`src/rtl/gec_pkg.sv`:
```
package gec_pkg;

    // register map
    localparam logic [7:0] GEC_GAIN_DRIVE_WAIT_OFS = 8'h00;
    localparam logic [7:0] GEC_CFG_RST             = 8'h00;

    // field positions
    localparam int GEC_ENTRY_ALWAYS_BIT = 7;
    localparam int GEC_GAIN_LSB         = 5;
    localparam int GEC_LED_LSB          = 3;
    localparam int GEC_WAIT_LSB         = 0;

    // consecutive gesture ends needed for exit, per persistence code
    localparam logic [3:0] GEC_PERSIST_LIMIT [4] = '{4'h1, 4'h2, 4'h4, 4'h7};

    // wait time in units of 0.1 ms, per wait code
    localparam logic [8:0] GEC_WAIT_UNITS [8] = '{
        9'h000, 9'h01c, 9'h038, 9'h054, 9'h08c, 9'h0e0, 9'h134, 9'h188
    };

    // timing
    localparam int GEC_CLK_PERIOD_NS = 100;
    localparam int GEC_WAIT_UNIT_NS  = 100000;
    localparam int GEC_WAIT_UNIT_CYC = (GEC_WAIT_UNIT_NS + GEC_CLK_PERIOD_NS - 1)
                                       / GEC_CLK_PERIOD_NS;

    typedef enum logic [1:0] {
        GEC_IDLE = 2'b00,
        GEC_WAIT = 2'b01,
        GEC_MEAS = 2'b10
    } gec_state_t;

endpackage

```
`src/rtl/gec_wait_timer.sv`:
```
`timescale 1ns/10ps

module gec_wait_timer #(
    parameter int UNIT_CYCLES = gec_pkg::GEC_WAIT_UNIT_CYC
) (
    // clock and reset
    input  wire logic       clk,
    input  wire logic       rst,
    // control
    input  wire logic       start,
    input  wire logic [2:0] waitCode,
    // status
    output logic            done
);
    import gec_pkg::*;

    localparam int PW = $clog2(UNIT_CYCLES + 1);
    localparam logic [PW-1:0] PRE_LOAD = PW'(UNIT_CYCLES - 1);

    typedef struct packed {
        logic          busy;
        logic [8:0]    units;
        logic [PW-1:0] pre;
        logic          done;
    } gec_timer_t;

    gec_timer_t st_r;
    gec_timer_t st_nxt;

    always_comb begin
        st_nxt      = st_r;
        st_nxt.done = 1'b0;
        if (start) begin
            st_nxt.units = GEC_WAIT_UNITS[waitCode];
            st_nxt.pre   = PRE_LOAD;
            st_nxt.busy  = (GEC_WAIT_UNITS[waitCode] != 9'h000);
            st_nxt.done  = (GEC_WAIT_UNITS[waitCode] == 9'h000);
        end else if (st_r.busy) begin
            if (st_r.pre == '0) begin
                if (st_r.units == 9'h001) begin
                    st_nxt.busy = 1'b0;
                    st_nxt.done = 1'b1;
                end else begin
                    st_nxt.units = st_r.units - 9'h001;
                    st_nxt.pre   = PRE_LOAD;
                end
            end else begin
                st_nxt.pre = st_r.pre - PW'(1);
            end
        end
    end

    always_ff @(posedge clk or posedge rst) begin
        if (rst) begin
            st_r <= '0;
        end else begin
            st_r <= st_nxt;
        end
    end

    assign done = st_r.done;

    // elapsed-time helper for checking
    logic [31:0] elapsed_r;
    logic [31:0] expect_r;

    always_ff @(posedge clk or posedge rst) begin
        if (rst) begin
            elapsed_r <= 32'h0;
            expect_r  <= 32'h0;
        end else if (start) begin
            elapsed_r <= 32'h0;
            expect_r  <= 32'(GEC_WAIT_UNITS[waitCode]) * 32'(UNIT_CYCLES);
        end else begin
            elapsed_r <= elapsed_r + 32'h1;
        end
    end

    property p_wait_length;
        @(posedge clk) disable iff (rst)
        done |-> (elapsed_r == expect_r);
    endproperty
    a_wait_length: assert property (p_wait_length)
        else $error("wait time does not match the selected code");

endmodule

```
`src/rtl/gec_entry_exit.sv`:
```
`timescale 1ns/10ps

// Overview of operation
// - Consecutive gesture ends are counted and the gesture engine exits once the count reaches the persistence limit.
// - Persistence code 00, 01, 10, 11 means exit on the 1st, 2nd, 4th, 7th consecutive gesture end.
// - With gestures enabled and enter-always set, every proximity result, zero included, enters the gesture engine.
// - With enter-always clear, entry happens only when the proximity result meets the entry threshold.
// - The gain field selects photodiode gain 1x, 2x, 4x or 8x for codes 00 to 11.
// - The LED field selects drive strength full, half, quarter or eighth for codes 00 to 11.
// - Between detection cycles the engine waits in a low power state for the selected wait time.
// - Wait codes 000 to 111 give 0, 2.8, 5.6, 8.4, 14, 22.4, 30.8 and 39.2 ms.
// - A gesture end is found by comparing the unmasked directional channels with the exit level.
// - An exit level of zero stops self exit; only software clearing the active control or clearing gestureEnable leaves.
module gec_entry_exit #(
    parameter int WAIT_UNIT_CYCLES = gec_pkg::GEC_WAIT_UNIT_CYC
) (
    // clock and reset
    input  wire logic        clk,
    input  wire logic        rst,
    // configuration register port
    input  wire logic        cfgWrEn,
    input  wire logic [7:0]  cfgAddr,
    input  wire logic [7:0]  cfgWrData,
    output logic      [7:0]  cfgRdData,
    // loose control bits
    input  wire logic        gestureEnable,
    input  wire logic        gestureActiveClear,
    input  wire logic [1:0]  gestureExitPersistence,
    input  wire logic [7:0]  gestureExitLevel,
    input  wire logic [7:0]  gestureEntryProximityThreshold,
    input  wire logic [3:0]  exitMask,
    // proximity result
    input  wire logic        proxValid,
    input  wire logic [7:0]  proximityResult,
    // detection cycle
    input  wire logic        cycleDone,
    input  wire logic [31:0] directionalChannels,
    output logic             cycleStart,
    output logic             gestureActive,
    output logic      [1:0]  gestureGain,
    output logic      [1:0]  gestureLedStrength
);
    import gec_pkg::*;

    typedef struct packed {
        gec_state_t state;
        logic       active;
        logic [2:0] endCnt;
        logic [7:0] cfg;
        logic [7:0] rd;
        logic       start;
        logic       timerStart;
    } gec_ctrl_t;

    gec_ctrl_t st_r;
    gec_ctrl_t st_nxt;

    logic       timerDone;
    logic       cfgHit;
    logic       entryOk;
    logic [3:0] below;
    logic       endNow;
    logic [3:0] endSum;
    logic [3:0] limit;
    logic       exitNow;

    gec_wait_timer #(
        .UNIT_CYCLES (WAIT_UNIT_CYCLES)
    ) u_wait (
        .clk      (clk),
        .rst      (rst),
        .start    (st_r.timerStart),
        .waitCode (st_r.cfg[GEC_WAIT_LSB +: 3]),
        .done     (timerDone)
    );

    assign cfgHit  = (cfgAddr == GEC_GAIN_DRIVE_WAIT_OFS);
    assign entryOk = gestureEnable && proxValid
                   && (st_r.cfg[GEC_ENTRY_ALWAYS_BIT]
                       || (proximityResult >= gestureEntryProximityThreshold));

    // a channel counts toward the end when masked out or below the exit level
    always_comb begin
        for (int i = 0; i < 4; i++) begin
            below[i] = exitMask[i]
                     || (directionalChannels[i*8 +: 8] < gestureExitLevel);
        end
    end

    assign endNow  = &below;
    assign endSum  = {1'b0, st_r.endCnt} + 4'h1;
    assign limit   = GEC_PERSIST_LIMIT[gestureExitPersistence];
    assign exitNow = endNow && (endSum >= limit)
                   && (gestureExitLevel != 8'h00);

    always_comb begin
        st_nxt            = st_r;
        st_nxt.start      = 1'b0;
        st_nxt.timerStart = 1'b0;
        st_nxt.rd         = cfgHit ? st_r.cfg : 8'h00;
        if (cfgWrEn && cfgHit) begin
            st_nxt.cfg = cfgWrData;
        end
        if (gestureActiveClear || !gestureEnable) begin
            st_nxt.state  = GEC_IDLE;
            st_nxt.active = 1'b0;
            st_nxt.endCnt = 3'h0;
        end else begin
            unique case (st_r.state)
                GEC_IDLE: begin
                    if (entryOk) begin
                        st_nxt.state  = GEC_MEAS;
                        st_nxt.active = 1'b1;
                        st_nxt.endCnt = 3'h0;
                        st_nxt.start  = 1'b1;
                    end
                end
                GEC_MEAS: begin
                    if (cycleDone) begin
                        if (exitNow) begin
                            st_nxt.state  = GEC_IDLE;
                            st_nxt.active = 1'b0;
                            st_nxt.endCnt = 3'h0;
                        end else begin
                            st_nxt.state      = GEC_WAIT;
                            st_nxt.timerStart = 1'b1;
                            if (!endNow) begin
                                st_nxt.endCnt = 3'h0;
                            end else if (st_r.endCnt != 3'h7) begin
                                st_nxt.endCnt = endSum[2:0];
                            end
                        end
                    end
                end
                GEC_WAIT: begin
                    if (timerDone) begin
                        st_nxt.state = GEC_MEAS;
                        st_nxt.start = 1'b1;
                    end
                end
                default: begin
                    st_nxt.state  = GEC_IDLE;
                    st_nxt.active = 1'b0;
                end
            endcase
        end
    end

    always_ff @(posedge clk or posedge rst) begin
        if (rst) begin
            st_r       <= '0;
            st_r.state <= GEC_IDLE;
            st_r.cfg   <= GEC_CFG_RST;
        end else begin
            st_r <= st_nxt;
        end
    end

    assign cfgRdData          = st_r.rd;
    assign cycleStart         = st_r.start;
    assign gestureActive      = st_r.active;
    assign gestureGain        = st_r.cfg[GEC_GAIN_LSB +: 2];
    assign gestureLedStrength = st_r.cfg[GEC_LED_LSB +: 2];

    property p_exit_on_limit;
        @(posedge clk) disable iff (rst)
        (st_r.state == GEC_MEAS && cycleDone && endNow && endSum >= limit
         && gestureExitLevel != 8'h00 && gestureEnable && !gestureActiveClear)
        |=> (!gestureActive && st_r.state == GEC_IDLE);
    endproperty
    a_exit_on_limit: assert property (p_exit_on_limit)
        else $error("engine did not exit at persistence limit");

    property p_exit_count;
        @(posedge clk) disable iff (rst)
        ($fell(gestureActive) && $past(gestureEnable) && !$past(gestureActiveClear))
        |-> ($past(endSum) >= $past(limit) && $past(endNow) && $past(cycleDone));
    endproperty
    a_exit_count: assert property (p_exit_count)
        else $error("engine exited before enough gesture ends");

    property p_enter_always;
        @(posedge clk) disable iff (rst)
        (st_r.state == GEC_IDLE && gestureEnable && proxValid && !gestureActiveClear
         && st_r.cfg[GEC_ENTRY_ALWAYS_BIT])
        |=> (gestureActive && cycleStart);
    endproperty
    a_enter_always: assert property (p_enter_always)
        else $error("enter-always did not enter the gesture engine");

    property p_enter_threshold;
        @(posedge clk) disable iff (rst)
        (st_r.state == GEC_IDLE && !st_r.cfg[GEC_ENTRY_ALWAYS_BIT]
         && proximityResult < gestureEntryProximityThreshold)
        |=> !gestureActive;
    endproperty
    a_enter_threshold: assert property (p_enter_threshold)
        else $error("entry below threshold");

    property p_gain_field;
        @(posedge clk) disable iff (rst)
        (cfgWrEn && cfgHit) |=> (gestureGain == $past(cfgWrData[GEC_GAIN_LSB +: 2]));
    endproperty
    a_gain_field: assert property (p_gain_field)
        else $error("gain output does not follow the written field");

    property p_led_field;
        @(posedge clk) disable iff (rst)
        (cfgWrEn && cfgHit) |=> (gestureLedStrength == $past(cfgWrData[GEC_LED_LSB +: 2]));
    endproperty
    a_led_field: assert property (p_led_field)
        else $error("led strength does not follow the written field");

    property p_wait_between;
        @(posedge clk) disable iff (rst)
        (cycleStart && $past(st_r.state) == GEC_WAIT) |-> $past(timerDone);
    endproperty
    a_wait_between: assert property (p_wait_between)
        else $error("detection cycle started before wait ended");

    property p_no_self_exit;
        @(posedge clk) disable iff (rst)
        (gestureActive && gestureExitLevel == 8'h00 && gestureEnable && !gestureActiveClear)
        |=> gestureActive;
    endproperty
    a_no_self_exit: assert property (p_no_self_exit)
        else $error("engine left with zero exit level");

    property p_count_clear;
        @(posedge clk) disable iff (rst)
        ($rose(gestureActive) || (st_r.state == GEC_MEAS && cycleDone && !endNow))
        |-> ##[0:1] (st_r.endCnt == 3'h0);
    endproperty
    a_count_clear: assert property (p_count_clear)
        else $error("gesture end counter not cleared");

endmodule

```
`config.mk`:
```
export PLATFORM = sky130hd
export DESIGN_NAME = gec_entry_exit
export DESIGN_NICKNAME = d
export VERILOG_FILES = /design/src/rtl/gec_pkg.sv /design/src/rtl/gec_wait_timer.sv /design/src/rtl/gec_entry_exit.sv
export SDC_FILE = /design/constraint.sdc
export NUM_CORES = 1
export LEC_CHECK = 0
export BUFFER_PORTS_ARGS = -buffer_cell sky130_fd_sc_hd__buf_4
export CORE_MARGIN = 2
export CORE_UTILIZATION = 57
export CTS_CLUSTER_SIZE = 30
export DETAILED_ROUTE_END_ITERATION = 6
export PLACE_DENSITY = 0.87
export SLEW_MARGIN = 20
export SYNTH_ARGS = -nofsm -noshare
export SYNTH_HDL_FRONTEND = slang
export SYNTH_SLANG_ARGS = --single-unit
```
`constraint.sdc`:
```
create_clock -name clk -period 4.43 [get_ports clk]
set_clock_uncertainty 0.2 [all_clocks]
set_input_delay 0.443 -clock clk [delete_from_list [all_inputs] [get_ports clk]]
set_output_delay 0.443 -clock clk [all_outputs]
set_load 0.01 [all_outputs]
```
# ---- Word-level counts from Yosys, hierarchy flattened
# Memories as Yosys holds them, arrays and structs flattened.
# Index checks and enable logic that the tools add are counted.
dict set report word_totals {
  reg_bits 45
  latch_bits 0
  ram_bits 0
  romBits 72
  inputBits 85
  out_inout_bits 14
  wordCells 97
  mem_count 1
}
# name words word_bits rd rd_clocked_by_memory_dff write_ports line
set memory_table {}
lappend memory_table {{(name not given)} 8 9 1 0 0 gec_wait_timer.sv:34} ;# st_nxt.units = GEC_WAIT_UNITS[waitCode];
dict set report classes {
  addsub 3
  n_mul 0
  div 0
  magnitude_cmp 8
  n_eq_ne 12
  n_shift 0
  mux 33
  bitwise_logic 2
  reduce_logical 27
}
# cell count
set ops {}
lappend ops {{2-to-1 mux 21 bit} 2}
lappend ops {{less-than comparator 8 bit} 4}
lappend ops {{2-to-1 mux 10 bit} 2}
lappend ops {{2-to-1 mux 19 bit} 1}
lappend ops {{2-to-1 mux 6 bit} 3}
lappend ops {{2-to-1 mux 9 bit} 2}
lappend ops {{inequality test 3 bit (second input constant)} 5}
lappend ops {{AND reduction 4 bit} 3}
lappend ops {{zero test 10 bit} 1}
lappend ops {{2-to-1 mux 1 bit} 10}
lappend ops {{subtractor 10 x 1 -> 10 bit (second input constant)} 1}
lappend ops {{== test 9 x 1 -> 1 bit (second input constant)} 1}
lappend ops {{zero test 9 bit} 1}
lappend ops {{2-to-1 mux 3 bit} 3}
lappend ops {{nonzero test 9 bit} 1}
lappend ops {{subtractor 9 x 1 -> 9 bit (second input constant)} 1}
lappend ops {{binary-select mux 4 bit (select 2 bit)} 1}
lappend ops {{>= comparator 8 bit} 1}
lappend ops {{zero test 8 bit} 1}
lappend ops {{2-to-1 mux 4 bit} 2}
lappend ops {{2-to-1 mux 8 bit} 1}
lappend ops {{nonzero test 8 bit} 1}
lappend ops {{logical OR 1 bit} 6}
lappend ops {{one-hot mux 2 bit (3 select lines)} 1}
lappend ops {{22 further kinds} 30}

# ---- Longest topological paths before layout
# Gate-level depths: netlist (run 1).
dict set report depth {
  depth_word 11
  ltp_mapped 9
  mapped_depth_nobuf 9
}

# ---- Hierarchy
# A second synthesis (run 1) with hierarchy kept.
dict set report hier_totals {
  hier_cells 374
  hier_area_um2 3497.1
}
# mod n_inst cells_per_inst area_per_inst_um2 seq_area_each_um2
set by_module_without_submodules {}
lappend by_module_without_submodules {gec_entry_exit 1 217 2055.7 600.6}
lappend by_module_without_submodules {gec_wait_timer 1 157 1441.4 525.5}

# ---- Worst setup path before layout (run 1)
# OpenSTA, ideal clock, no wires.
dict set report synth_path {
  path_kind {reg-to-reg}
  start {register st_r[18] (netlist bit)}
  end {register st_r, in the netlist gestureActive}
  setup_ps 120
  arrival_ps 2116
  t_required_ps 4110
  setup_slack_ps 1995
  path_stages_with_launch 10
  path_buffers 0
  synth_period_minus_slack_ps 2435
  path_cell_list {dfrtp_1 -> ha_1 -> ha_1 -> ha_1 -> o21ai_0 -> o21ai_0 -> and2_1 -> nand4b_1 -> or3_1 -> a31o_1}
}
dict set report synth_via {
  elab_chain_len 6
}
# element line
set synth_rtl {}
lappend synth_rtl {{start, declared} gec_entry_exit.sv:55} ;# gec_ctrl_t st_r;
lappend synth_rtl {{start signal, assigned} gec_entry_exit.sv:155} ;# st_r <= st_nxt;
lappend synth_rtl {{adder 3 x 1 -> 4 bit} gec_entry_exit.sv:91} ;# assign endSum = {1'b0, st_r.endCnt} + 4'h1;
lappend synth_rtl {{>= comparator 4 bit} gec_entry_exit.sv:93} ;# assign exitNow = endNow && (endSum >= limit)
lappend synth_rtl {{logical AND 1 bit} gec_entry_exit.sv:93}
lappend synth_rtl {{logical AND 1 bit} gec_entry_exit.sv:94} ;# && (gestureExitLevel != 8'h00);
lappend synth_rtl {{inequality test 3 bit (no line)} -}
lappend synth_rtl {{AND reduction 4 bit (no line)} -}
# No other way between the ends.
# A chain may end at the register's enable or synchronous reset.

# ---- Worst setup path after layout (run 1)
# Same ends and word-level chain as after synthesis.

==> impl_metrics.prom, run 1 <==
# TYPE chip_impl_metric gauge
chip_impl_metric{name="fin_crit_sh",unit=""} 0.613
chip_impl_metric{name="path_clk_slew",unit="ns"} 0.10
chip_impl_metric{name="net_count_of_the_finished_layout",unit=""} 579
chip_impl_metric{name="fin_ws",unit="ns"} 1.71
chip_impl_metric{name="share_of_post_route_cells_with_drive_strength_above_1",unit=""} 0.268
chip_impl_metric{name="fmax",unit="MHz"} 368
chip_impl_metric{name="grt_start_max_net_pins",unit=""} 46
chip_impl_metric{name="max_cap_viol_count",unit=""} 0
chip_impl_metric{name="area.growth.synth_to_final",unit="%"} 23.9
chip_impl_metric{name="ctsHtreeMaxLevel",unit=""} 2
chip_impl_metric{name="placement_rows",unit=""} 28
chip_impl_metric{name="core_area",unit="sq um"} 5850
chip_impl_metric{name="cts.repair_timing.setup_buffer_count",unit=""} 0
chip_impl_metric{name="yosysWarnings",unit=""} 0
chip_impl_info{name="run_status",value="completed"} 1
chip_impl_metric{name="vdd_ir_drop_max",unit="mV"} 0.229
chip_impl_info{name="rr_startpoint",value="st_r[18]$_DFFE_PP0P_"} 1
chip_impl_metric{name="power_switching_share",unit=""} 0.356
chip_impl_info{name="critical_path.reg2reg.endpoint",value="gestureActive$_DFFE_PP0P_"} 1
chip_impl_metric{name="hold_viol_final",unit=""} 0
chip_impl_metric{name="critPathArrivalTime",unit="ns"} 2.71
chip_impl_metric{name="power.total",unit="mW"} 1.20
chip_impl_metric{name="design.die.area",unit="sq um"} 6620
chip_impl_metric{name="io_pins",unit=""} 99
chip_impl_metric{name="cts.hold.buffers_added",unit=""} 0
chip_impl_metric{name="detailedPlace.worstSlack",unit="ns"} 1.69
chip_impl_metric{name="num_vias",unit=""} 3006
chip_impl_metric{name="initial_core_utilization",unit=""} 0.583
chip_impl_metric{name="syn_area",unit="sq um"} 3410
chip_impl_info{name="startpoint_type",value="flop"} 1
chip_impl_info{name="sort_of_element_at_the_end_of_the_critical_path",value="flop"} 1
chip_impl_metric{name="final_antenna_net_count",unit=""} 0
chip_impl_metric{name="route.detailed.wl_per_inst",unit="microns"} 14.7
chip_impl_info{name="synth-main-ff-cell",value="dfrtp_1"} 1
chip_impl_metric{name="totalWireLength",unit="microns"} 7680
chip_impl_metric{name="net_switching_power_figure",unit="mW"} 0.427
chip_impl_info{name="criticalPathCategory",value="reg -> reg"} 1
chip_impl_metric{name="cts_inserted_buffers",unit=""} 5
chip_impl_info{name="cts.root.buffer_cell",value="clkbuf_8"} 1
chip_impl_metric{name="p_comb_frac",unit=""} 0.304
chip_impl_metric{name="postSynthRegisterBits",unit=""} 45
chip_impl_metric{name="intPower",unit="mW"} 0.772
chip_impl_metric{name="inserted_diodes",unit=""} 0
chip_impl_metric{name="worst-r2r-cell-count",unit=""} 9
chip_impl_metric{name="port_buffers",unit=""} 98
chip_impl_metric{name="timing.final.setup_violations",unit=""} 0
chip_impl_info{name="hp-class",value="in -> async"} 1
chip_impl_metric{name="die-height",unit="microns"} 81.4
chip_impl_metric{name="minimum_setup_slack_among_reg_to_reg_paths",unit="ns"} 1.71
chip_impl_info{name="setup_repair_after_global_routing_missed_its_margin",value="no"} 1
chip_impl_metric{name="fillerInstances",unit=""} 427
chip_impl_metric{name="synth_enable_flop_cells",unit=""} 0
chip_impl_metric{name="critical_path.max_fanout",unit=""} 6
chip_impl_info{name="biggest_area_contributors_in_the_synthesized_netlist",value="dfrtp_1, ha_1, inv_1"} 1
chip_impl_metric{name="share_of_flip_flops_with_an_asynchronous_set_or_reset_after_synthesis",unit=""} 1.00
chip_impl_metric{name="period_minus_slack",unit="ns"} 2.72
chip_impl_metric{name="grt_pass1_vias",unit=""} 2948
chip_impl_metric{name="postSynthNetCount",unit=""} 490
chip_impl_info{name="crit_path_cell_trace",value="ha_1 > ha_1 > ha_1 > o21ai_0 > o21ai_0 > and2_1 > nand4b_1 > or3_1 > a31o_1"} 1
chip_impl_metric{name="worstSkewPairLatency",unit="ns"} 0.31
chip_impl_metric{name="p_leak",unit="nW"} 2.10
chip_impl_metric{name="p_per_area",unit="nW/um^2"} 283
chip_impl_metric{name="synth.lib_cells_used.distinct",unit=""} 65
chip_impl_metric{name="globalRoute.totalOverflow",unit=""} 0
chip_impl_metric{name="postSynthCellCount",unit=""} 358
chip_impl_metric{name="worstPathRequired",unit="ns"} 4.42
chip_impl_metric{name="clock_path_buffers",unit=""} 2
chip_impl_metric{name="fin_util",unit=""} 0.723
chip_impl_metric{name="max_stage_delay",unit="ns"} 0.47
chip_impl_metric{name="gr-usage-all-layers",unit=""} 0.248
chip_impl_metric{name="timing.setup.tns",unit="ns"} 0
chip_impl_info{name="synth_top_cell_by_area",value="dfrtp_1"} 1
chip_impl_metric{name="synthDominantCellAreaShare",unit=""} 0.330
chip_impl_info{name="tritoncts",value="built"} 1
chip_impl_metric{name="drt_drc_violations_left",unit=""} 0
chip_impl_metric{name="gp_congestion",unit=""} 0.886
chip_impl_metric{name="max_slew.worst_pin.slew",unit="ns"} 0.815
chip_impl_metric{name="cts_num_sinks",unit=""} 45
chip_impl_metric{name="drtIter0Drc",unit=""} 126
chip_impl_metric{name="synth.yosys.seq_area_share",unit=""} 0.330
chip_impl_metric{name="global_route_wire_length_before_repair",unit="microns"} 13000
chip_impl_metric{name="detail_route.vias_per_cell",unit=""} 5.75
chip_impl_metric{name="ctsResizeCount",unit=""} 0
chip_impl_metric{name="drt-pass1-iter-count",unit=""} 4
chip_impl_metric{name="holdWs",unit="ns"} 0.0674
chip_impl_metric{name="synthesized_area_divided_by_synthesized_cell_count",unit="sq um"} 9.53
chip_impl_metric{name="seq_power_share",unit=""} 0.463
chip_impl_metric{name="dp_hpwl",unit="microns"} 6300
chip_impl_metric{name="timing_max_transition_violations_final",unit=""} 0
chip_impl_metric{name="die-width",unit="microns"} 81.4
chip_impl_metric{name="max_slew_margin",unit=""} 0.456
chip_impl_metric{name="power.clock.fraction",unit=""} 0.233
chip_impl_info{name="cpMaxStageDelayCell",value="dfrtp_1"} 1
chip_impl_info{name="crit_top_cell",value="ha_1"} 1
chip_impl_metric{name="antenna_found_initial",unit=""} 0
logic make-up after synthesis:
kind of cell	count (synthesis)	synth area share
AND/OR/NAND/NOR	114	0.203
adder cells (fa/ha/maj)	47	0.172
XOR/XNOR	9	0.0231
flip-flops	45	0.330
multiplexers	10	0.0326
AO/OA/AOI/OAI	81	0.165
buffers and inverters	52	0.0737
cell usage in the layout, fill, tap and decap left out, drive strengths merged, types with 3 or more instances in the layout:
cell type	netlist	final
nand2b	6	6
inv	35	37
o211ai	8	8
ha	47	47
a31oi	3	3
a21oi	14	14
nand2	17	17
nor2	20	20
nand3b	3	3
xnor2	5	5
nor3	10	10
xor2	4	4
or3	3	3
nor3b	4	4
a32oi	3	3
clkbuf	3	5
and2	8	8
nand3	11	11
o21ai	18	18
or4	3	3
nor2b	4	4
nand4	5	5
buf	14	99
and3	3	3
o21a	6	6
nor4	9	9
a211oi	3	3
dfrtp	45	45
o31ai	3	3
mux2	9	9
critical path: cells and delay by family, from the launching register on:
family	cells	cell delay, ns
AO/OA/AOI/OAI	3	0.53
adder cells (fa/ha/maj)	3	0.80
flip-flops	1	0.47
AND/OR/NAND/NOR	3	0.60
flip-flops by register name, indices dropped and copies added, names as in the netlist:
register / cells
cycleStart: 1
cfgRdData: 8
gestureActive: 1
gestureGain: 2
gestureLedStrength: 2
st_r: 10
u_wait.done: 1
u_wait.st_r: 20
synth_stat cells (all sizes together), types with 4 or more instances:
master	instances
ha	47
dfrtp	45
inv	35
nor2	20
o21ai	18
nand2	17
a21oi	14
buf	14
nand3	11
nor3	10
mux2	9
nor4	9
and2	8
o211ai	8
nand2b	6
o21a	6
nand4	5
xnor2	5
nor2b	4
nor3b	4
xor2	4
final cells by class:
type | count | area (sq um) | area share
clock buffers | 5 | 68.8 | 0.0163
flip-flops and latches | 45 | 1130 | 0.266
repair buffers | 99 | 743 | 0.176
multi-input cells | 261 | 2040 | 0.482
clock inverters | 3 | 28.8 | 0.00681
inverters | 35 | 131 | 0.0311
well taps | 75 | 93.8 | 0.0222
metrics by stage:
| step | area (sq um) | instances |
|---|---|---|
| after floorplan | 3410 | 358 |
| after global placement | 4130 | 515 |
| after detailed placement | 4130 | 515 |
| after CTS | 4230 | 523 |
| after global routing | 4230 | 523 |
| final | 4230 | 523 |
power by group through the flow:
stage / registers (mW) / clock network (mW) / logic [mW]
CTS: 0.554 / 0.284 / 0.365
detailed placement: 0.562 / 0 / 0.362
finish: 0.554 / 0.279 / 0.364
global route: 0.565 / 0.303 / 0.412
floorplan: 0.542 / 0 / 0.254
global placement: 0.556 / 0 / 0.345
metal layers:
layer,share of wire,track usage,vias up
met5,0,0,-
met4,0.022,0.0780,0
met3,0.034,0.0456,16
met2,0.54,0.454,73
met1,0.40,0.292,1427
li1,-,-,1490
worst max-delay path by stage:
stage / startpoint / end / slack (ns) / cells past startpoint
2_1_floorplan: st_r[18]$_DFFE_PP0P_ / gestureActive$_DFFE_PP0P_ / 1.99 / 9
3_3_place_gp: gestureEntryProximityThreshold[0] / gestureActive$_DFFE_PP0P_ / 1.72 / 8
3_5_place_dp: gestureEntryProximityThreshold[0] / gestureActive$_DFFE_PP0P_ / 1.69 / 8
4_1_cts: st_r[18]$_DFFE_PP0P_ / gestureActive$_DFFE_PP0P_ / 1.71 / 9
5_1_grt: st_r[18]$_DFFE_PP0P_ / gestureActive$_DFFE_PP0P_ / 1.59 / 9
6_report: st_r[18]$_DFFE_PP0P_ / gestureActive$_DFFE_PP0P_ / 1.71 / 9
(Power assumes the default switching activity.)
==> run 2: changes to the inputs <==
Settings changed: CORE_UTILIZATION 57 to 48, PLACE_DENSITY 0.87 to 0.78.
Clock period 4.43 ns to 2.4 ns, I/O delays scaled along.
==> run 2 against run 1 <==
Effect of this change: sequential share of layout area shrank 2.0 points; routed wire length up 5.9%; total power is 92% higher; sequential cell count did not move; cell count rose by 9.2%; sequential power is 84% higher; setup slack worse by 1.7 ns; global-route usage down 3.1 points; clock power grew 98%; fmax increased by 14%; critical path type unchanged; largest power group unchanged; highest routed layer unchanged.
==> impl_metrics.prom, run 2 (synthesis gave the netlist of run 1 again) <==
# TYPE chip_impl_metric gauge
chip_impl_metric{name="drtIter0Drc",unit=""} 110
chip_impl_metric{name="fin_crit_sh",unit=""} 0.993
chip_impl_metric{name="power.total",unit="mW"} 2.30
chip_impl_info{name="cts.root.buffer_cell",value="clkbuf_8"} 1
chip_impl_info{name="criticalPathCategory",value="reg -> reg"} 1
chip_impl_metric{name="timing.final.setup_violations",unit=""} 0
chip_impl_metric{name="die-width",unit="microns"} 88.3
chip_impl_metric{name="critical_path.max_fanout",unit=""} 2
chip_impl_metric{name="io_pins",unit=""} 99
chip_impl_metric{name="initial_core_utilization",unit=""} 0.500
chip_impl_metric{name="antenna_found_initial",unit=""} 0
chip_impl_metric{name="hold-path-cell-count",unit=""} 3
chip_impl_metric{name="gr-usage-all-layers",unit=""} 0.217
chip_impl_metric{name="dp_hpwl",unit="microns"} 6530
chip_impl_metric{name="num_vias",unit=""} 3102
chip_impl_info{name="layout_common_cells",value="buf_4, dfrtp_1, ha_1"} 1
chip_impl_metric{name="p_comb_frac",unit=""} 0.314
chip_impl_metric{name="p_leak",unit="nW"} 2.24
chip_impl_metric{name="route.detailed.wl_per_inst",unit="microns"} 14.3
chip_impl_metric{name="inserted_diodes",unit=""} 0
chip_impl_metric{name="max_cap_viol_count",unit=""} 0
chip_impl_metric{name="largest_register_ff_count",unit=""} 20
chip_impl_metric{name="globalRoute.totalOverflow",unit=""} 0
chip_impl_metric{name="gp_congestion",unit=""} 0.949
chip_impl_metric{name="area.growth.synth_to_final",unit="%"} 33.9
chip_impl_metric{name="core_area",unit="sq um"} 6830
chip_impl_metric{name="seq_power_share",unit=""} 0.445
chip_impl_metric{name="drt-pass1-iter-count",unit=""} 4
chip_impl_info{name="tritoncts",value="built"} 1
chip_impl_info{name="cpMaxStageDelayCell",value="dfrtp_1"} 1
chip_impl_metric{name="power.clock.fraction",unit=""} 0.240
chip_impl_metric{name="final_design_area_no_fill",unit="sq um"} 4570
chip_impl_info{name="hp-start",value="cfgAddr[2]"} 1
chip_impl_metric{name="grt_pass1_vias",unit=""} 3093
chip_impl_metric{name="vdd_ir_drop_max",unit="mV"} 0.330
chip_impl_metric{name="cts_num_sinks",unit=""} 45
chip_impl_metric{name="fin_cells",unit=""} 571
chip_impl_info{name="hp-class",value="in -> reg"} 1
chip_impl_metric{name="grt_start_max_net_pins",unit=""} 32
chip_impl_metric{name="max_stage_delay",unit="ns"} 0.39
chip_impl_metric{name="global_route_wire_length_before_repair",unit="microns"} 13500
chip_impl_info{name="mostFrequentLayoutCell",value="buf_4"} 1
chip_impl_metric{name="fillerInstances",unit=""} 554
chip_impl_metric{name="minimum_setup_slack_among_reg_to_reg_paths",unit="ns"} 0.02
chip_impl_metric{name="net_count_of_the_finished_layout",unit=""} 607
chip_impl_metric{name="cts_inserted_buffers",unit=""} 5
chip_impl_metric{name="worst-r2r-cell-count",unit=""} 9
chip_impl_info{name="min_delay_worst_endpoint",value="cfgRdData[0]$_DFF_PP0_"} 1
chip_impl_info{name="rr_startpoint",value="st_r[18]$_DFFE_PP0P_"} 1
chip_impl_metric{name="port_buffers",unit=""} 98
chip_impl_metric{name="p_per_area",unit="nW/um^2"} 503
chip_impl_metric{name="period_minus_slack",unit="ns"} 2.38
chip_impl_metric{name="design.die.area",unit="sq um"} 7800
chip_impl_metric{name="intPower",unit="mW"} 1.55
chip_impl_metric{name="critPathArrivalTime",unit="ns"} 2.36
chip_impl_metric{name="timing_max_transition_violations_final",unit=""} 0
chip_impl_info{name="run_status",value="completed"} 1
chip_impl_metric{name="drt_drc_violations_left",unit=""} 0
chip_impl_metric{name="die-height",unit="microns"} 88.3
chip_impl_info{name="setup_repair_after_global_routing_missed_its_margin",value="yes"} 1
chip_impl_info{name="max_flop_register",value="u_wait.st_r"} 1
chip_impl_metric{name="worstPathRequired",unit="ns"} 2.38
chip_impl_info{name="startpoint_type",value="flop"} 1
chip_impl_metric{name="max_slew_margin",unit=""} 0.491
chip_impl_metric{name="worstSkewPairLatency",unit="ns"} 0.29
chip_impl_metric{name="final_antenna_net_count",unit=""} 0
chip_impl_info{name="crit_path_cell_trace",value="ha_2 > ha_4 > ha_4 > o21ai_2 > o21ai_2 > and2_1 > nand4b_1 > or3_1 > a31o_1"} 1
chip_impl_info{name="critical_path.reg2reg.endpoint",value="gestureActive$_DFFE_PP0P_"} 1
chip_impl_metric{name="placement_rows",unit=""} 30
chip_impl_metric{name="share_of_post_route_cells_with_drive_strength_above_1",unit=""} 0.312
chip_impl_metric{name="path_clk_slew",unit="ns"} 0.08
chip_impl_metric{name="max_slew.worst_pin.slew",unit="ns"} 0.757
chip_impl_metric{name="power_switching_share",unit=""} 0.327
chip_impl_metric{name="hold_viol_final",unit=""} 0
chip_impl_metric{name="detail_route.vias_per_cell",unit=""} 5.43
chip_impl_metric{name="clock_path_buffers",unit=""} 2
chip_impl_metric{name="totalWireLength",unit="microns"} 8140
chip_impl_metric{name="ctsHtreeMaxLevel",unit=""} 2
chip_impl_metric{name="placed_insts",unit=""} 553
chip_impl_metric{name="net_switching_power_figure",unit="mW"} 0.751
chip_impl_info{name="sort_of_element_at_the_end_of_the_critical_path",value="flop"} 1
chip_impl_metric{name="fmax",unit="MHz"} 420
chip_impl_metric{name="placed_cell_area",unit="sq um"} 4290
-- run 2: per-layer routing --
| metal | track usage | share of wire | vias to the layer above | wire (microns) |
|---|---|---|---|---|
| li1 | - | - | 1544 | - |
| met5 | 0 | 0 | - | 0 |
| met1 | 0.263 | 0.41 | 1482 | 3350 |
| met2 | 0.398 | 0.54 | 68 | 4430 |
| met4 | 0.0523 | 0.010 | 0 | 82 |
| met3 | 0.0392 | 0.034 | 8 | 280 |
-- run 2: worst max-delay path, delay by kind of cell (launching register included) --
kind                       cells  cell delay [ns]
AOI/OAI and AO/OA              3             0.35
and+or+nand+nor                3             0.65
adders and majority gates      3             0.68
DFF                            1             0.39
-- run 2: layout make-up --
type | count | area, sq um | share of cell area
Tap cell | 96 | 120 | 0.0263
Clock inverter | 2 | 35.0 | 0.00767
Clock buffer | 5 | 68.8 | 0.0151
Timing Repair Buffer | 127 | 978 | 0.214
Multi-Input combinational cell | 261 | 2110 | 0.462
Inverter | 35 | 131 | 0.0288
Sequential cell | 45 | 1130 | 0.246
-- run 2: repair_timing --
| action | CTS | global route |
|---|---|---|
| pin swaps | 5 | 6 |
| gates resized for setup | 4 | 8 |
| hold buffers | 10 | 0 |
| buffers inserted | 0 | 1 |
| hold endpoints to repair | 38 | 0 |
| endpoints found under the setup margin | 4 | 6 |
-- run 2: how the worst max path moves through the flow --
stage / from / endpoint / slack, ns / cells after the start
global placement: gestureEntryProximityThreshold[0] / gestureActive$_DFFE_PP0P_ / -0.08 / 8
floorplan: st_r[18]$_DFFE_PP0P_ / gestureActive$_DFFE_PP0P_ / 0.02 / 9
detailed placement: gestureEntryProximityThreshold[0] / gestureActive$_DFFE_PP0P_ / -0.12 / 8
global route: st_r[18]$_DFFE_PP0P_ / gestureActive$_DFFE_PP0P_ / -0.08 / 9
finish: st_r[18]$_DFFE_PP0P_ / gestureActive$_DFFE_PP0P_ / 0.02 / 9
CTS: st_r[19]$_DFFE_PP0P_ / gestureActive$_DFFE_PP0P_ / -0.03 / 9
-- run 2: stage by stage --
stage | hold slack (ns) | setup WS [ns] | utilization | TNS (ns)
detailed placement | 0.226 | -0.121 | 0.627 | -0.325
global route | 0.0556 | -0.0838 | 0.669 | -0.110
floorplan | 0.134 | 0.0158 | - | 0
CTS | 0.0344 | -0.0284 | 0.662 | -0.0284
finish | 0.0440 | 0.0179 | 0.669 | 0
global placement | 0.226 | -0.0785 | 0.627 | -0.205
-- run 2: power by group through the flow --
stage / Clock, mW / Sequential [mW] / Combinational [mW]
detailed placement: 0 / 1.04 / 0.699
finish: 0.552 / 1.02 / 0.722
floorplan: 0 / 1.00 / 0.468
global placement: 0 / 1.03 / 0.671
global route: 0.592 / 1.04 / 0.822
CTS: 0.555 / 1.02 / 0.722
==> run 3: changes to the inputs <==
Settings changed: CORE_UTILIZATION 48 to 44, PLACE_DENSITY 0.78 to 0.72.
==> run 3 against run 2 <==
Effect of this change: the flow now finishes with violations (setup timing); sequential share of layout area fell by 0.11 points; die area is 8.7% higher; routed wire length up 2.1%; combinational power is essentially flat; register-to-register slack got worse by 0.06 ns; critical path type unchanged; count of clock-buffer cells in the layout stayed put; first-iteration DRC count decreased by 30%; sequential cell count unchanged; largest cell class unchanged.
==> impl_metrics.prom, run 3 (synthesis gave the netlist of run 1 again) <==
# TYPE chip_impl_metric gauge
chip_impl_info{name="hp-class",value="in -> reg"} 1
chip_impl_metric{name="clock_path_buffers",unit=""} 2
chip_impl_info{name="startpoint_type",value="flop"} 1
chip_impl_metric{name="vdd_ir_drop_max",unit="mV"} 0.256
chip_impl_metric{name="period_minus_slack",unit="ns"} 2.44
chip_impl_metric{name="p_leak",unit="nW"} 2.26
chip_impl_metric{name="path_clk_slew",unit="ns"} 0.08
chip_impl_metric{name="detail_route.vias_per_cell",unit=""} 5.32
chip_impl_metric{name="largest_register_ff_count",unit=""} 20
chip_impl_metric{name="design.die.area",unit="sq um"} 8480
chip_impl_info{name="layout_common_cells",value="buf_4, dfrtp_1, ha_1"} 1
chip_impl_metric{name="worstPathRequired",unit="ns"} 2.39
chip_impl_metric{name="hold_viol_final",unit=""} 0
chip_impl_metric{name="global_route_wire_length_before_repair",unit="microns"} 14200
chip_impl_metric{name="inserted_diodes",unit=""} 0
chip_impl_metric{name="drt-pass1-iter-count",unit=""} 4
chip_impl_metric{name="detailedPlace.worstSlack",unit="ns"} -0.0943
chip_impl_info{name="cts.root.buffer_cell",value="clkbuf_8"} 1
chip_impl_info{name="tritoncts",value="built"} 1
chip_impl_metric{name="route.detailed.wl_per_inst",unit="microns"} 14.3
chip_impl_metric{name="initial_core_utilization",unit=""} 0.449
chip_impl_metric{name="placed_insts",unit=""} 561
chip_impl_metric{name="grt_start_max_net_pins",unit=""} 46
chip_impl_info{name="max_flop_register",value="u_wait.st_r"} 1
chip_impl_metric{name="globalRoute.totalOverflow",unit=""} 0
chip_impl_metric{name="max_slew_margin",unit=""} 0.495
chip_impl_metric{name="area.growth.synth_to_final",unit="%"} 34.5
chip_impl_info{name="failed_checks",value="setup timing"} 1
chip_impl_metric{name="fin_cells",unit=""} 581
chip_impl_metric{name="p_per_area",unit="nW/um^2"} 503
chip_impl_metric{name="final_antenna_net_count",unit=""} 0
chip_impl_metric{name="max_cap_viol_count",unit=""} 0
chip_impl_metric{name="net_count_of_the_finished_layout",unit=""} 611
chip_impl_metric{name="final_design_area_no_fill",unit="sq um"} 4590
chip_impl_metric{name="gp_congestion",unit=""} 0.861
chip_impl_metric{name="ctsHtreeMaxLevel",unit=""} 2
chip_impl_metric{name="placement_rows",unit=""} 32
chip_impl_metric{name="timing.final.setup_violations",unit=""} 1
chip_impl_metric{name="io_pins",unit=""} 99
chip_impl_metric{name="drtIter0Drc",unit=""} 77
chip_impl_metric{name="fin_ws",unit="ns"} -0.0383
chip_impl_metric{name="cts_num_sinks",unit=""} 45
chip_impl_info{name="criticalPathCategory",value="reg -> reg"} 1
chip_impl_metric{name="antenna_found_initial",unit=""} 0
chip_impl_metric{name="totalWireLength",unit="microns"} 8310
chip_impl_metric{name="cts_inserted_buffers",unit=""} 5
chip_impl_metric{name="worstSkewPairLatency",unit="ns"} 0.30
chip_impl_metric{name="fin_crit_sh",unit=""} 1.02
chip_impl_metric{name="critical_path.max_fanout",unit=""} 2
chip_impl_metric{name="drt_drc_violations_left",unit=""} 0
chip_impl_info{name="setup_repair_after_global_routing_missed_its_margin",value="yes"} 1
chip_impl_info{name="mostFrequentLayoutCell",value="buf_4"} 1
chip_impl_metric{name="gr-usage-all-layers",unit=""} 0.206
chip_impl_metric{name="core_area",unit="sq um"} 7610
chip_impl_metric{name="num_vias",unit=""} 3091
chip_impl_info{name="sort_of_element_at_the_end_of_the_critical_path",value="flop"} 1
chip_impl_metric{name="port_buffers",unit=""} 98
chip_impl_metric{name="die-width",unit="microns"} 92.1
chip_impl_metric{name="share_of_post_route_cells_with_drive_strength_above_1",unit=""} 0.313
chip_impl_metric{name="fillerInstances",unit=""} 657
chip_impl_metric{name="max_slew.worst_pin.slew",unit="ns"} 0.751
chip_impl_metric{name="fmax",unit="MHz"} 410
chip_impl_metric{name="die-height",unit="microns"} 92.1
chip_impl_metric{name="dp_hpwl",unit="microns"} 6590
chip_impl_info{name="run_status",value="finished with violations"} 1
chip_impl_metric{name="grt_pass1_vias",unit=""} 3170
chip_impl_metric{name="timing_max_transition_violations_final",unit=""} 0
chip_impl_metric{name="placed_cell_area",unit="sq um"} 4310
chip_impl_metric{name="critPathArrivalTime",unit="ns"} 2.43
## run 3: routing by layer
metal / GRT usage / part of all wire / up-vias
li1: - / - / 1546
met1: 0.246 / 0.40 / 1451
met4: 0.0672 / 0.023 / 0
met5: 0 / 0 / -
met3: 0.0427 / 0.043 / 16
met2: 0.369 / 0.53 / 78
## run 3: power by group
| part | switching, mW | leakage, nW | internal [mW] | total [mW] |
|---|---|---|---|---|
| clock network | 0.252 | 0.0540 | 0.303 | 0.555 |
| logic | 0.342 | 1.60 | 0.377 | 0.720 |
| registers | 0.166 | 0.605 | 0.868 | 1.03 |
## run 3: worst max-delay path, stage by stage, from the launching register on
cell and delay (ns):
dfrtp_1 0.41, ha_2 0.21, ha_4 0.25, ha_4 0.25
o21ai_2 0.05, o21ai_2 0.14, and2_1 0.14, nand4b_1 0.13
or3_1 0.39, a31o_1 0.17
## run 3: metrics by stage
stage | TNS [ns] | utilization | total power [mW] | hold WS (ns)
finish | -0.0383 | 0.603 | 2.31 | 0.0295
floorplan | 0 | - | 1.47 | 0.134
global placement | -0.162 | 0.566 | 1.70 | 0.221
CTS | 0 | 0.595 | 2.30 | 0.0196
global route | -0.369 | 0.603 | 2.47 | 0.0402
detailed placement | -0.189 | 0.566 | 1.74 | 0.217
## run 3: layout make-up
cell class	instances	area [sq um]	share of cell area
timing repair buffer	131	1010	0.220
clock buffer	5	68.8	0.0150
sequential	45	1130	0.245
inverter	35	131	0.0286
multi-input combinational	261	2090	0.456
clock inverter	2	35.0	0.00763
tap	102	128	0.0278
## run 3: timing repair
action | CTS | global route
buffers inserted | 0 | 3
resized for setup | 2 | 9
endpoints found under the setup margin | 5 | 10
pin swaps | 3 | 10
hold endpoints to repair | 54 | 0
hold buffers | 10 | 0
## run 3: final timing paths
kind | start | slack (ns) | endpoint | cells after the start
max reg2reg | st_r[18]$_DFFE_PP0P_ | -0.04 | gestureActive$_DFFE_PP0P_ | 9
min | cfgAddr[3] | 0.03 | cfgRdData[1]$_DFF_PP0_ | 3
max | st_r[18]$_DFFE_PP0P_ | -0.04 | gestureActive$_DFFE_PP0P_ | 9
min reg2reg | gestureGain[0]$_DFFE_PP0P_ | 0.32 | cfgRdData[5]$_DFF_PP0_ | 1
max in group asynchronous | rst | 1.18 | gestureActive$_DFFE_PP0P_ | 4
min in group asynchronous | rst | 0.44 | cfgRdData[4]$_DFF_PP0_ | 4
